==> config.mk <==
export PLATFORM = sky130hd
export DESIGN_NAME = apls_axis
export DESIGN_NICKNAME = d
export VERILOG_FILES = /design/src/hw/apls_pkg.sv /design/src/hw/apls_axis.sv
export SDC_FILE = /design/constraint.sdc
export NUM_CORES = 1
export LEC_CHECK = 0
export BUFFER_PORTS_ARGS = -buffer_cell sky130_fd_sc_hd__buf_2
export CELL_PAD_IN_SITES_DETAIL_PLACEMENT = 1
export CELL_PAD_IN_SITES_GLOBAL_PLACEMENT = 1
export CORE_MARGIN = 4
export CORE_UTILIZATION = 50
export DETAILED_ROUTE_END_ITERATION = 16
export GPL_ROUTABILITY_DRIVEN = 0
export PLACE_DENSITY = 0.91
export SLEW_MARGIN = 30
export SYNTH_ARGS = -nofsm -noshare
export SYNTH_HDL_FRONTEND = slang
export SYNTH_SLANG_ARGS = --single-unit
export TNS_END_PERCENT = 100
==> constraint.sdc <==
create_clock -name sys_clk_in -period 15.1 [get_ports sys_clk_in]
set_clock_uncertainty 0.2 [all_clocks]
set_input_delay 0.755 -clock sys_clk_in [delete_from_list [all_inputs] [get_ports sys_clk_in]]
set_output_delay 0.755 -clock sys_clk_in [all_outputs]
set_load 0.01 [all_outputs]
==> src/hw/apls_pkg.sv <==
// Purpose: Shared constants and types of the axis pulse, limit and slow-down block
// Assumes: 200 MHz reference clock, byte addresses on the register port
// Notes:   Times are kept in ns and cycle counts are derived from them, except FILT_OFF_CYC, which is given in cycles

package apls_pkg;

  ////////////////////////////////////////////////////////////////////////////////
  // Register port
  localparam int ADDR_W = 8;
  localparam int DATA_W = 32;

  typedef struct packed {
    logic [ADDR_W-1:0] addr;
    logic [DATA_W-1:0] wdata;
    logic              wr;
    logic              rd;
  } apls_bus_req_type;

  localparam logic [ADDR_W-1:0] OFS_ENV1    = 8'h00;
  localparam logic [ADDR_W-1:0] OFS_PRMD    = 8'h04;
  localparam logic [ADDR_W-1:0] OFS_RMG     = 8'h08;
  localparam logic [ADDR_W-1:0] OFS_FL      = 8'h0c;
  localparam logic [ADDR_W-1:0] OFS_FH      = 8'h10;
  localparam logic [ADDR_W-1:0] OFS_PCOUNT  = 8'h14;
  localparam logic [ADDR_W-1:0] OFS_CMD     = 8'h18;
  localparam logic [ADDR_W-1:0] OFS_SUBST   = 8'h1c;
  localparam logic [ADDR_W-1:0] OFS_EXTST   = 8'h20;
  localparam logic [ADDR_W-1:0] OFS_CAUSE   = 8'h24;

  localparam logic [DATA_W-1:0] ENV1_RST    = 32'h0000_0000;
  localparam logic [DATA_W-1:0] PRMD_RST    = 32'h0000_0000;

  ////////////////////////////////////////////////////////////////////////////////
  // Field positions
  localparam int ENV_PMD_LSB = 0;
  localparam int ENV_ELM     = 3;
  localparam int ENV_SDM     = 4;
  localparam int ENV_SDLT    = 5;
  localparam int ENV_SDL     = 6;
  localparam int ENV_ORGL    = 7;
  localparam int ENV_FTM_LSB = 20;
  localparam int ENV_FLTR    = 26;
  localparam int ENV_DTMF    = 28;

  localparam int PRMD_DIR    = 3;
  localparam int PRMD_MSDE   = 8;
  localparam int PRMD_COMPLETION_TIMING_SELECT   = 12;

  localparam int SST_BUSY    = 0;
  localparam int SST_PEL     = 12;
  localparam int SST_MEL     = 13;
  localparam int SST_ORG     = 14;
  localparam int SST_SDLATCH = 15;
  localparam int EXT_BUSY    = 0;
  localparam int EXT_SDIN    = 14;

  localparam int CAU_PEL     = 0;
  localparam int CAU_MEL     = 1;
  localparam int CAU_SD      = 5;

  ////////////////////////////////////////////////////////////////////////////////
  // Commands and modes
  localparam logic [7:0] CMD_STOP_IMM    = 8'h49;
  localparam logic [7:0] CMD_STOP_DEC    = 8'h4a;
  localparam logic [7:0] CMD_START_FL    = 8'h50;
  localparam logic [7:0] CMD_START_FH    = 8'h51;
  localparam logic [7:0] CMD_START_RAMP  = 8'h52;
  localparam logic [7:0] CMD_START_RAMPUD = 8'h53;

  localparam logic [2:0] PMD_2P_NEG      = 3'h4;
  localparam logic [2:0] PMD_QUAD        = 3'h5;
  localparam logic [2:0] PMD_QUAD_SWAP   = 3'h6;
  localparam logic [2:0] PMD_2P_POS      = 3'h7;

  typedef enum logic [1:0] {ST_IDLE, ST_DIRWAIT, ST_RUN} apls_state_type;

  ////////////////////////////////////////////////////////////////////////////////
  // Timing
  localparam int CLK_MHZ           = 200;
  localparam int DIR_WAIT_LONG_NS  = 200000;
  localparam int DIR_WAIT_SHORT_NS = 500;
  localparam int FILT_OFF_CYC      = 2;
  localparam int FILT_3U2_NS       = 3200;
  localparam int FILT_25U_NS       = 25000;
  localparam int FILT_200U_NS      = 200000;
  localparam int FILT_1M6_NS       = 1600000;

  // Least times: round up to whole cycles
  localparam int DIR_WAIT_LONG_CYC_DEF  = (DIR_WAIT_LONG_NS * CLK_MHZ + 999) / 1000;
  localparam int DIR_WAIT_SHORT_CYC     = (DIR_WAIT_SHORT_NS * CLK_MHZ + 999) / 1000;
  localparam int FILT_3U2_CYC           = (FILT_3U2_NS * CLK_MHZ + 999) / 1000;
  localparam int FILT_25U_CYC_DEF       = (FILT_25U_NS * CLK_MHZ + 999) / 1000;
  localparam int FILT_200U_CYC_DEF      = (FILT_200U_NS * CLK_MHZ + 999) / 1000;
  localparam int FILT_1M6_CYC_DEF       = (FILT_1M6_NS * CLK_MHZ + 999) / 1000;

  localparam int FCNT_W = 20;
  localparam int WAIT_W = 20;

  localparam int N_FILT = 4;
  localparam int FI_PEL = 0;
  localparam int FI_MEL = 1;
  localparam int FI_SD  = 2;
  localparam int FI_ORG = 3;

endpackage

==> src/hw/apls_axis.sv <==
// Purpose: One axis of pulse output, end-limit and slow-down handling with filtered inputs
// Assumes: Machine inputs synchronous to sys_clk_in; start speed divisor >= top speed divisor
// Notes:   Speed is a divisor of clocks per output unit; one pulse period is rmg+1 units
//
// The placing of the registers and strobed register access were decided locally.

`timescale 1ns/1ps
`default_nettype none

module apls_axis #(
  parameter int SPD_W             = 16,
  parameter int CNT_W             = 24,
  parameter int DIR_WAIT_LONG_CYC = apls_pkg::DIR_WAIT_LONG_CYC_DEF,
  parameter int FILT_25U_CYC      = apls_pkg::FILT_25U_CYC_DEF,
  parameter int FILT_200U_CYC     = apls_pkg::FILT_200U_CYC_DEF,
  parameter int FILT_1M6_CYC      = apls_pkg::FILT_1M6_CYC_DEF
) (
  // Clock and reset
  input  wire logic                       sys_clk_in,
  input  wire logic                       rstn_in,
  // Register port
  input  wire apls_pkg::apls_bus_req_type bus_in,
  output logic [apls_pkg::DATA_W-1:0]     rdata_out,
  // Driver pins
  output logic                            pulse_output_pin_out,
  output logic                            direction_output_pin_out,
  // Machine switches
  input  wire logic                       positive_limit_input_in,
  input  wire logic                       negative_limit_input_in,
  input  wire logic                       slowdown_switch_input_in,
  input  wire logic                       origin_switch_input_in,
  input  wire logic                       limit_logic_select_in,
  // Axis status
  output logic                            busy_out,
  output logic                            done_out
);
  import apls_pkg::*;

  typedef struct packed {
    apls_state_type                 st;
    logic [DATA_W-1:0]              env1;
    logic [DATA_W-1:0]              prmd;
    logic [SPD_W-1:0]               speed_multiplier_setting;
    logic [SPD_W-1:0]               fl_div;
    logic [SPD_W-1:0]               fh_div;
    logic [SPD_W-1:0]               cur_div;
    logic [SPD_W-1:0]               unit_cnt;
    logic [SPD_W-1:0]               phase;
    logic [CNT_W-1:0]               pcount;
    logic [CNT_W-1:0]               remain;
    logic                           ramp;
    logic                           endless;
    logic                           final_p;
    logic                           imm_stop;
    logic                           dec_stop;
    logic                           dir_neg;
    logic                           act;
    logic [1:0]                     quad;
    logic [WAIT_W-1:0]              wait_cnt;
    logic [N_FILT-1:0]              filt;
    logic [N_FILT-1:0][FCNT_W-1:0]  fcnt;
    logic                           sd_latch;
    logic [DATA_W-1:0]              cause;
    logic                           busy;
    logic                           done;
    logic                           out_pin;
    logic                           dir_pin;
    logic [DATA_W-1:0]              rdata;
  } apls_axis_state_type;

  localparam apls_axis_state_type STATE_RST = '{st: ST_IDLE, env1: ENV1_RST, prmd: PRMD_RST,
                                                out_pin: 1'b1, dir_pin: 1'b1, default: '0};

  ////////////////////////////////////////////////////////////////////////////////
  // Reset release
  logic [1:0]          rst_sync_q;
  logic                rst_n;
  apls_axis_state_type r_q;
  apls_axis_state_type r_d;

  always_ff @(posedge sys_clk_in or negedge rstn_in) begin
    if (!rstn_in) begin
      rst_sync_q <= 2'h0;
    end else begin
      rst_sync_q <= {rst_sync_q[0], 1'b1};
    end
  end
  assign rst_n = rst_sync_q[1];

  ////////////////////////////////////////////////////////////////////////////////
  // Decoded conditions
  logic [N_FILT-1:0] raw;
  logic [FCNT_W-1:0] filt_lim;
  logic              pel_on;
  logic              mel_on;
  logic              sd_on;
  logic              org_on;
  logic              sd_slow;
  logic              sd_stop;
  logic [SPD_W:0]    period_w;
  logic [SPD_W-1:0]  on_units;
  logic [SPD_W-1:0]  phase_inc;
  logic              tick;
  logic              per_end;
  logic              act_end;
  logic [2:0]        pmd;
  logic              wr_cmd;
  logic [7:0]        cmd;
  logic              start_cmd;
  logic              start_neg;

  assign raw = {origin_switch_input_in, slowdown_switch_input_in,
                negative_limit_input_in, positive_limit_input_in};

  always_comb begin
    if (!r_q.env1[ENV_FLTR]) begin
      filt_lim = FCNT_W'(FILT_OFF_CYC);
    end else begin
      unique case (r_q.env1[ENV_FTM_LSB +: 2])
        2'h0:    filt_lim = FCNT_W'(FILT_3U2_CYC);
        2'h1:    filt_lim = FCNT_W'(FILT_25U_CYC);
        2'h2:    filt_lim = FCNT_W'(FILT_200U_CYC);
        default: filt_lim = FCNT_W'(FILT_1M6_CYC);
      endcase
    end
  end

  // Limit polarity pin: low means active-high switches
  assign pel_on  = r_q.filt[FI_PEL] ^ limit_logic_select_in;
  assign mel_on  = r_q.filt[FI_MEL] ^ limit_logic_select_in;
  assign sd_on   = r_q.filt[FI_SD] ^ ~r_q.env1[ENV_SDL];
  assign org_on  = r_q.filt[FI_ORG] ^ ~r_q.env1[ENV_ORGL];
  assign sd_slow = r_q.prmd[PRMD_MSDE] & (sd_on | (r_q.env1[ENV_SDLT] & r_q.sd_latch));
  assign sd_stop = sd_slow & r_q.env1[ENV_SDM];

  // Period is rmg+1 units; active part is floor of half, shorter when odd
  assign period_w  = {1'b0, r_q.speed_multiplier_setting} + 1'b1;
  assign on_units  = period_w[SPD_W:1];
  assign phase_inc = r_q.phase + 1'b1;
  assign tick      = ({1'b0, r_q.unit_cnt} + 1'b1) >= {1'b0, r_q.cur_div};
  assign per_end   = tick && (r_q.phase == r_q.speed_multiplier_setting);
  assign act_end   = tick && (phase_inc == on_units);

  assign pmd       = r_q.env1[ENV_PMD_LSB +: 3];
  assign wr_cmd    = bus_in.wr && (bus_in.addr == OFS_CMD);
  assign cmd       = bus_in.wdata[7:0];
  assign start_cmd = wr_cmd && ((cmd == CMD_START_FL) || (cmd == CMD_START_FH) ||
                                (cmd == CMD_START_RAMP) || (cmd == CMD_START_RAMPUD));
  assign start_neg = r_q.prmd[PRMD_DIR];

  ////////////////////////////////////////////////////////////////////////////////
  // Next state
  always_comb begin
    logic finish;
    logic new_per;
    logic lvl;
    logic idle_lvl;
    finish   = 1'b0;
    new_per  = 1'b0;
    lvl      = 1'b0;
    idle_lvl = 1'b0;
    r_d      = r_q;
    r_d.done = 1'b0;

    // Input filters: a change must persist for the limit before it is taken
    for (int i = 0; i < N_FILT; i++) begin
      if (raw[i] == r_q.filt[i]) begin
        r_d.fcnt[i] = '0;
      end else if ({1'b0, r_q.fcnt[i]} + 1'b1 >= {1'b0, filt_lim}) begin
        r_d.filt[i] = raw[i];
        r_d.fcnt[i] = '0;
      end else begin
        r_d.fcnt[i] = r_q.fcnt[i] + 1'b1;
      end
    end

    // Register writes
    if (bus_in.wr) begin
      unique case (bus_in.addr)
        OFS_ENV1:   r_d.env1   = bus_in.wdata;
        OFS_PRMD:   r_d.prmd   = bus_in.wdata;
        OFS_RMG:    r_d.speed_multiplier_setting    = bus_in.wdata[SPD_W-1:0];
        OFS_FL:     r_d.fl_div = bus_in.wdata[SPD_W-1:0];
        OFS_FH:     r_d.fh_div = bus_in.wdata[SPD_W-1:0];
        OFS_PCOUNT: r_d.pcount = bus_in.wdata[CNT_W-1:0];
        OFS_CAUSE:  r_d.cause  = r_q.cause & ~bus_in.wdata;
        default:    r_d.cause  = r_d.cause;
      endcase
    end

    unique case (r_q.st)
      ST_IDLE: begin
        if (start_cmd) begin
          if (sd_on == 1'b0) begin
            r_d.sd_latch = 1'b0;
          end
          if (!start_neg && pel_on) begin
            r_d.cause[CAU_PEL] = 1'b1;
            r_d.done = 1'b1;
          end else if (start_neg && mel_on) begin
            r_d.cause[CAU_MEL] = 1'b1;
            r_d.done = 1'b1;
          end else if (sd_on && r_q.prmd[PRMD_MSDE] && r_q.env1[ENV_SDM]) begin
            // Only a live input refuses; a stale latch clears at this start
            r_d.cause[CAU_SD] = 1'b1;
            r_d.done = 1'b1;
          end else begin
            r_d.busy     = 1'b1;
            r_d.ramp     = (cmd == CMD_START_RAMP) || (cmd == CMD_START_RAMPUD);
            r_d.cur_div  = (cmd == CMD_START_FH) ? r_q.fh_div : r_q.fl_div;
            r_d.endless  = (r_q.pcount == '0);
            r_d.remain   = r_q.pcount;
            r_d.final_p  = (r_q.pcount == CNT_W'(1));
            r_d.imm_stop = 1'b0;
            r_d.dec_stop = 1'b0;
            r_d.unit_cnt = '0;
            r_d.phase    = '0;
            r_d.dir_neg  = start_neg;
            if ((pmd[2] == 1'b0) && (start_neg != r_q.dir_neg)) begin
              r_d.st       = ST_DIRWAIT;
              r_d.wait_cnt = r_q.env1[ENV_DTMF] ? WAIT_W'(DIR_WAIT_SHORT_CYC)
                                                : WAIT_W'(DIR_WAIT_LONG_CYC);
            end else begin
              r_d.st  = ST_RUN;
              new_per = 1'b1;
            end
          end
        end
      end

      ST_DIRWAIT: begin
        r_d.wait_cnt = r_q.wait_cnt - 1'b1;
        if (wr_cmd && (cmd == CMD_STOP_IMM || cmd == CMD_STOP_DEC)) begin
          finish = 1'b1;
        end else if (r_q.wait_cnt <= WAIT_W'(1)) begin
          r_d.st  = ST_RUN;
          new_per = 1'b1;
        end
      end

      ST_RUN: begin
        r_d.unit_cnt = tick ? '0 : r_q.unit_cnt + 1'b1;
        if (tick) begin
          r_d.phase = per_end ? '0 : phase_inc;
        end
        if (wr_cmd && (cmd == CMD_STOP_IMM)) begin
          r_d.imm_stop = 1'b1;
        end
        if (wr_cmd && (cmd == CMD_STOP_DEC)) begin
          r_d.dec_stop = r_q.ramp;
          r_d.imm_stop = r_q.imm_stop | ~r_q.ramp;
        end
        // Limit in the direction of travel
        if ((!r_q.dir_neg && pel_on) || (r_q.dir_neg && mel_on)) begin
          r_d.cause[CAU_PEL] = r_d.cause[CAU_PEL] | ~r_q.dir_neg;
          r_d.cause[CAU_MEL] = r_d.cause[CAU_MEL] | r_q.dir_neg;
          if (r_q.env1[ENV_ELM] && r_q.ramp) begin
            r_d.dec_stop = 1'b1;
          end else begin
            r_d.imm_stop = 1'b1;
          end
        end
        // Constant-speed run stops at once on a stop-type slow-down
        if (sd_stop && !r_q.ramp) begin
          r_d.imm_stop      = 1'b1;
          r_d.cause[CAU_SD] = 1'b1;
        end

        if (r_q.imm_stop && !r_q.act) begin
          finish = 1'b1;
        end else if (r_q.final_p && (r_q.prmd[PRMD_COMPLETION_TIMING_SELECT] ? act_end : per_end)) begin
          finish = 1'b1;
        end else if (per_end && r_q.ramp && (r_q.dec_stop || sd_stop) &&
                     (r_q.cur_div >= r_q.fl_div)) begin
          finish = 1'b1;
          if (sd_stop && !r_q.dec_stop) begin
            r_d.cause[CAU_SD] = 1'b1;
          end
        end else if (per_end) begin
          new_per = 1'b1;
          if (!r_q.endless) begin
            r_d.remain  = r_q.remain - 1'b1;
            r_d.final_p = (r_q.remain == CNT_W'(2));
          end
          // Ramp by one divisor step per period; slow-down aims at start speed
          if (r_q.ramp) begin
            if (r_q.dec_stop || sd_slow) begin
              if (r_q.cur_div < r_q.fl_div) begin
                r_d.cur_div = r_q.cur_div + 1'b1;
              end
            end else if (r_q.cur_div > r_q.fh_div) begin
              r_d.cur_div = r_q.cur_div - 1'b1;
            end else if (r_q.cur_div < r_q.fh_div) begin
              r_d.cur_div = r_q.cur_div + 1'b1;
            end
          end
        end
      end
    endcase

    if (finish) begin
      r_d.st   = ST_IDLE;
      r_d.busy = 1'b0;
      r_d.done = 1'b1;
    end
    if (new_per) begin
      r_d.quad = r_d.dir_neg ? r_q.quad - 1'b1 : r_q.quad + 1'b1;
    end
    r_d.act = (r_d.st == ST_RUN) && (r_d.phase < on_units);

    // Latch sets on the input while enabled and holds; clearing the enable clears it
    if (!r_d.env1[ENV_SDLT]) begin
      r_d.sd_latch = 1'b0;
    end else if (sd_on) begin
      r_d.sd_latch = 1'b1;
    end

    // Pin forms
    lvl      = r_d.act ~^ r_d.env1[ENV_PMD_LSB];
    idle_lvl = ~r_d.env1[ENV_PMD_LSB];
    unique case (r_d.env1[ENV_PMD_LSB +: 3])
      PMD_2P_NEG, PMD_2P_POS: begin
        r_d.out_pin = r_d.dir_neg ? idle_lvl : lvl;
        r_d.dir_pin = r_d.dir_neg ? lvl : idle_lvl;
      end
      PMD_QUAD: begin
        r_d.out_pin = r_d.quad[1];
        r_d.dir_pin = r_d.quad[1] ^ r_d.quad[0];
      end
      PMD_QUAD_SWAP: begin
        r_d.out_pin = r_d.quad[1] ^ r_d.quad[0];
        r_d.dir_pin = r_d.quad[1];
      end
      default: begin
        r_d.out_pin = lvl;
        r_d.dir_pin = ~r_d.dir_neg ^ r_d.env1[ENV_PMD_LSB + 1];
      end
    endcase

    // Read data stands only in the cycle after the strobe
    r_d.rdata = '0;
    if (bus_in.rd) begin
      unique case (bus_in.addr)
        OFS_ENV1:   r_d.rdata = r_q.env1;
        OFS_PRMD:   r_d.rdata = r_q.prmd;
        OFS_RMG:    r_d.rdata = DATA_W'(r_q.speed_multiplier_setting);
        OFS_FL:     r_d.rdata = DATA_W'(r_q.fl_div);
        OFS_FH:     r_d.rdata = DATA_W'(r_q.fh_div);
        OFS_PCOUNT: r_d.rdata = DATA_W'(r_q.pcount);
        OFS_SUBST: begin
          r_d.rdata[SST_BUSY]    = r_q.busy;
          r_d.rdata[SST_PEL]     = pel_on;
          r_d.rdata[SST_MEL]     = mel_on;
          r_d.rdata[SST_ORG]     = org_on;
          r_d.rdata[SST_SDLATCH] = r_q.sd_latch;
        end
        OFS_EXTST: begin
          r_d.rdata[EXT_BUSY] = r_q.busy;
          r_d.rdata[EXT_SDIN] = sd_on;
        end
        OFS_CAUSE:  r_d.rdata = r_q.cause;
        default:    r_d.rdata = '0;
      endcase
    end
  end

  always_ff @(posedge sys_clk_in or negedge rst_n) begin
    if (!rst_n) begin
      r_q <= STATE_RST;
    end else begin
      r_q <= r_d;
    end
  end

  ////////////////////////////////////////////////////////////////////////////////
  // Outputs
  assign rdata_out                = r_q.rdata;
  assign pulse_output_pin_out     = r_q.out_pin;
  assign direction_output_pin_out = r_q.dir_pin;
  assign busy_out                 = r_q.busy;
  assign done_out                 = r_q.done;

endmodule

`default_nettype wire

==> impl_metrics.json <==
{
  "status": "completed",
  "grt_pass1_wl_um": 140300,
  "worst-r2r-setup-slack_ns": 7.67,
  "clock.fmax_mhz": 134.5,
  "rsz0062_at_grt": "no",
  "synth_compound_gate_area_share": 0.1665,
  "max-cap-violations": 0,
  "place_area_sq_um": 24670,
  "endpoint_kind": "flop",
  "slew_viol_final": 0,
  "synth.most_common_cell": "dfrtp_1",
  "async_flop_share": 1.000,
  "clk_path_buf_depth": 3,
  "synth.ff_latch_count": 394,
  "p_per_area_nw_per_um2": 97.63,
  "cp.arrival_ns": 7.72,
  "syn_avg_cell_area_sq_um": 9.583,
  "core-area_sq_um": 46950,
  "highest_layer": "met5",
  "muxShareOfSynthArea": 0.07462,
  "synthAdderAreaFrac": 0.07200,
  "clock_latency_ns": 0.63,
  "drt-pass1-iter-count": 8,
  "synth-edff-count": 0,
  "track_usage": 0.3479,
  "ys_top_cells_by_count": "dfrtp_1, nand2_1, nor2_1",
  "vdd_ir_drop_max_mv": 0.08820,
  "clk_pin_slew_ns": 0.06,
  "yosysSeqAreaShare": 0.4125,
  "io_pins": 85,
  "routed-wl-met3_um": 8622,
  "place.detailed.hpwl_um": 58780,
  "leakagePower_uw": 0.01184,
  "wl_um": 90470,
  "synth_top_family_by_area": "simple AND/OR/NAND/NOR gates",
  "post-synth-top-area-cell": "dfrtp_1",
  "h-tree-depth": 2,
  "viasPerCell": 7.027,
  "syn2layout_area_growth_pct": 10.23,
  "fin_crit_ns": 7.433,
  "tritoncts": "done",
  "period_share": 0.4922,
  "ant_nets": 0,
  "synth_xor_area_frac": 0.05683,
  "wl_met2_um": 42290,
  "finalHoldViolCount": 0,
  "startpoint_type": "flop",
  "setup_tns_ns": 0,
  "setup_violations": 0,
  "tightest_slew_ns": 1.105,
  "num_rows": 79,
  "die_area_sq_um": 51380,
  "grt_max_degree": 74,
  "ys.flop_type": "dfrtp_1",
  "synthDistinctLibCells": 85,
  "drc_errors": 0,
  "fin_area_sq_um": 26360,
  "syn-cell-area_sq_um": 23910,
  "nets": 2701,
  "hp-class": "reg2async",
  "drive_above_1_share": 0.1486,
  "worstRegToRegCells": 24,
  "root_buffer": "clkbuf_16",
  "required_ns": 15.39,
  "setup.worst_path.class": "reg2reg",
  "antenna_found_initial": 10,
  "grt_pass1_vias": 23974,
  "routedWlPerCell_um": 28.60,
  "overflow": 0,
  "yosysWarnings": 0,
  "synth.area.top_cells": "dfrtp_1, ha_1, mux2_2",
  "relSlewSlack": 0.2586,
  "portBuffers": 84,
  "numCtsBuffers": 46,
  "path_max_fanout": 10,
  "syn-instance-count": 2495,
  "yosys.area_share.simple": 0.1707,
  "vias": 22227,
  "m1WireLength_um": 33210,
  "drtIter0Drc": 2680,
  "cts_resized": 0,
  "chipWidth_um": 226.7,
  "post-synth-top-area-fraction": 0.4103,
  "cts_sinks": 394,
  "initial_utilization": 0.5093,
  "chipHeight_um": 226.7
}
[stage by stage]
stage / utilization / instances / total power [uW] / worst slack (ns) / hold slack [ns]
6_report: 0.5613 / 3163 / 2573 / 7.667 / 0.05493
5_1_grt: 0.5612 / 3160 / 2640 / 7.281 / 0.07959
4_1_cts: 0.5598 / 3155 / 2563 / 7.881 / 0.1229
3_5_place_dp: 0.5254 / 3072 / 1366 / 8.006 / 0.1433
3_3_place_gp: 0.5252 / 3072 / 1345 / 8.669 / 0.1367
2_1_floorplan: - / 2498 / 1275 / 3.109 / 0.1312
[registers in the layout, summed over array words and instances (netlist names)]
signal,flops
busy_out,1
direction_output_pin_out,1
done_out,1
pmd,3
pulse_output_pin_out,1
r_q,353
rdata_out,32
rst_sync_q,2
[placed cells by master (no fill, tap or decap), types with 30 or more instances in the layout]
cell / count
xor2_1: 50
nor3_1: 73
a21o_1: 30
mux2_2: 144
o21ai_0: 119
ha_1: 135
nor2_1: 175
and3_1: 48
clkbuf_16: 46
xnor2_1: 100
nand3_1: 83
a22oi_1: 58
buf_4: 31
buf_2: 84
inv_1: 103
nor2b_1: 37
or3_1: 30
a21boi_0: 33
a21oi_1: 101
dfrtp_1: 391
nand2_1: 188
a31oi_1: 41
nand4_1: 48
[layer usage]
| layer | global-route usage | vias to the layer above |
|---|---|---|
| li1 | - | 9150 |
| met1 | 0.4137 | 11149 |
| met2 | 0.5710 | 1413 |
| met3 | 0.08856 | 509 |
| met4 | 0.2070 | 6 |
| met5 | 0 | - |
[worst max-delay path, stage by stage, from the launching register on]
cell       delay (ns)
dfrtp_1          0.42
ha_1             0.27
and3_1           0.35
nand3_1          0.15
xnor2_1          0.22
ha_1             0.29
a211oi_1         0.28
nor2_1           0.10
a2111oi_0        0.58
nor2_1           0.28
o21ai_1          0.93
o21ai_0          0.23
a22o_1           0.25
ha_1             0.31
a21o_1           0.17
a21o_1           0.18
a21oi_1          0.14
nor2_1           0.07
a2111oi_0        0.44
nor2_1           0.11
nor4_1           0.29
and4b_1          0.41
o31a_1           0.18
nor3_1           0.06
or3_1            0.41
[logic make-up after synthesis]
group,Yosys count
AND/OR/NAND/NOR,807
buffers and inverters,253
adder cells (fa/ha/maj),138
other,2
multiplexers,159
flip-flops,394
XOR/XNOR,152
AO/OA/AOI/OAI,590
[power breakdown]
| part | internal [uW] | switching, uW | leakage [uW] |
|---|---|---|---|
| combinational | 84.6 | 153 | 0.00572 |
| clock | 702 | 502 | 0.000787 |
| sequential | 1080 | 48.1 | 0.00534 |
| total | 1870 | 703 | 0.0118 |
[path summary, 6_finish.rpt]
path | startpoint | endpoint
min in group sys_clk_in | bus_in[27] | r_q[61]
setup / recovery | r_q[246] | direction_output_pin_out
setup reg to reg | r_q[246] | direction_output_pin_out
max in group asynchronous | rst_sync_q[1] | r_q[242]
hold reg to reg | rst_sync_q[1] | r_q[350]
hold / removal | rst_sync_q[1] | r_q[350]
[cell type report]
type,count,area (sq um)
antenna,6,15.01
clock buffer,68,1374
clock inverter,14,234.0
fill,5154,20600
inverter,104,390.4
multi-input combinational,1851,13000
sequential,394,9866
tap,607,759.5
timing repair buffer,119,716.9
[what timing repair did]
item,in CTS,in global routing
buffers inserted,0,0
endpoints found under the setup margin,0,0
hold buffers,1,0
endpoints found under the hold margin,2,0
(Power assumes the default switching activity.)
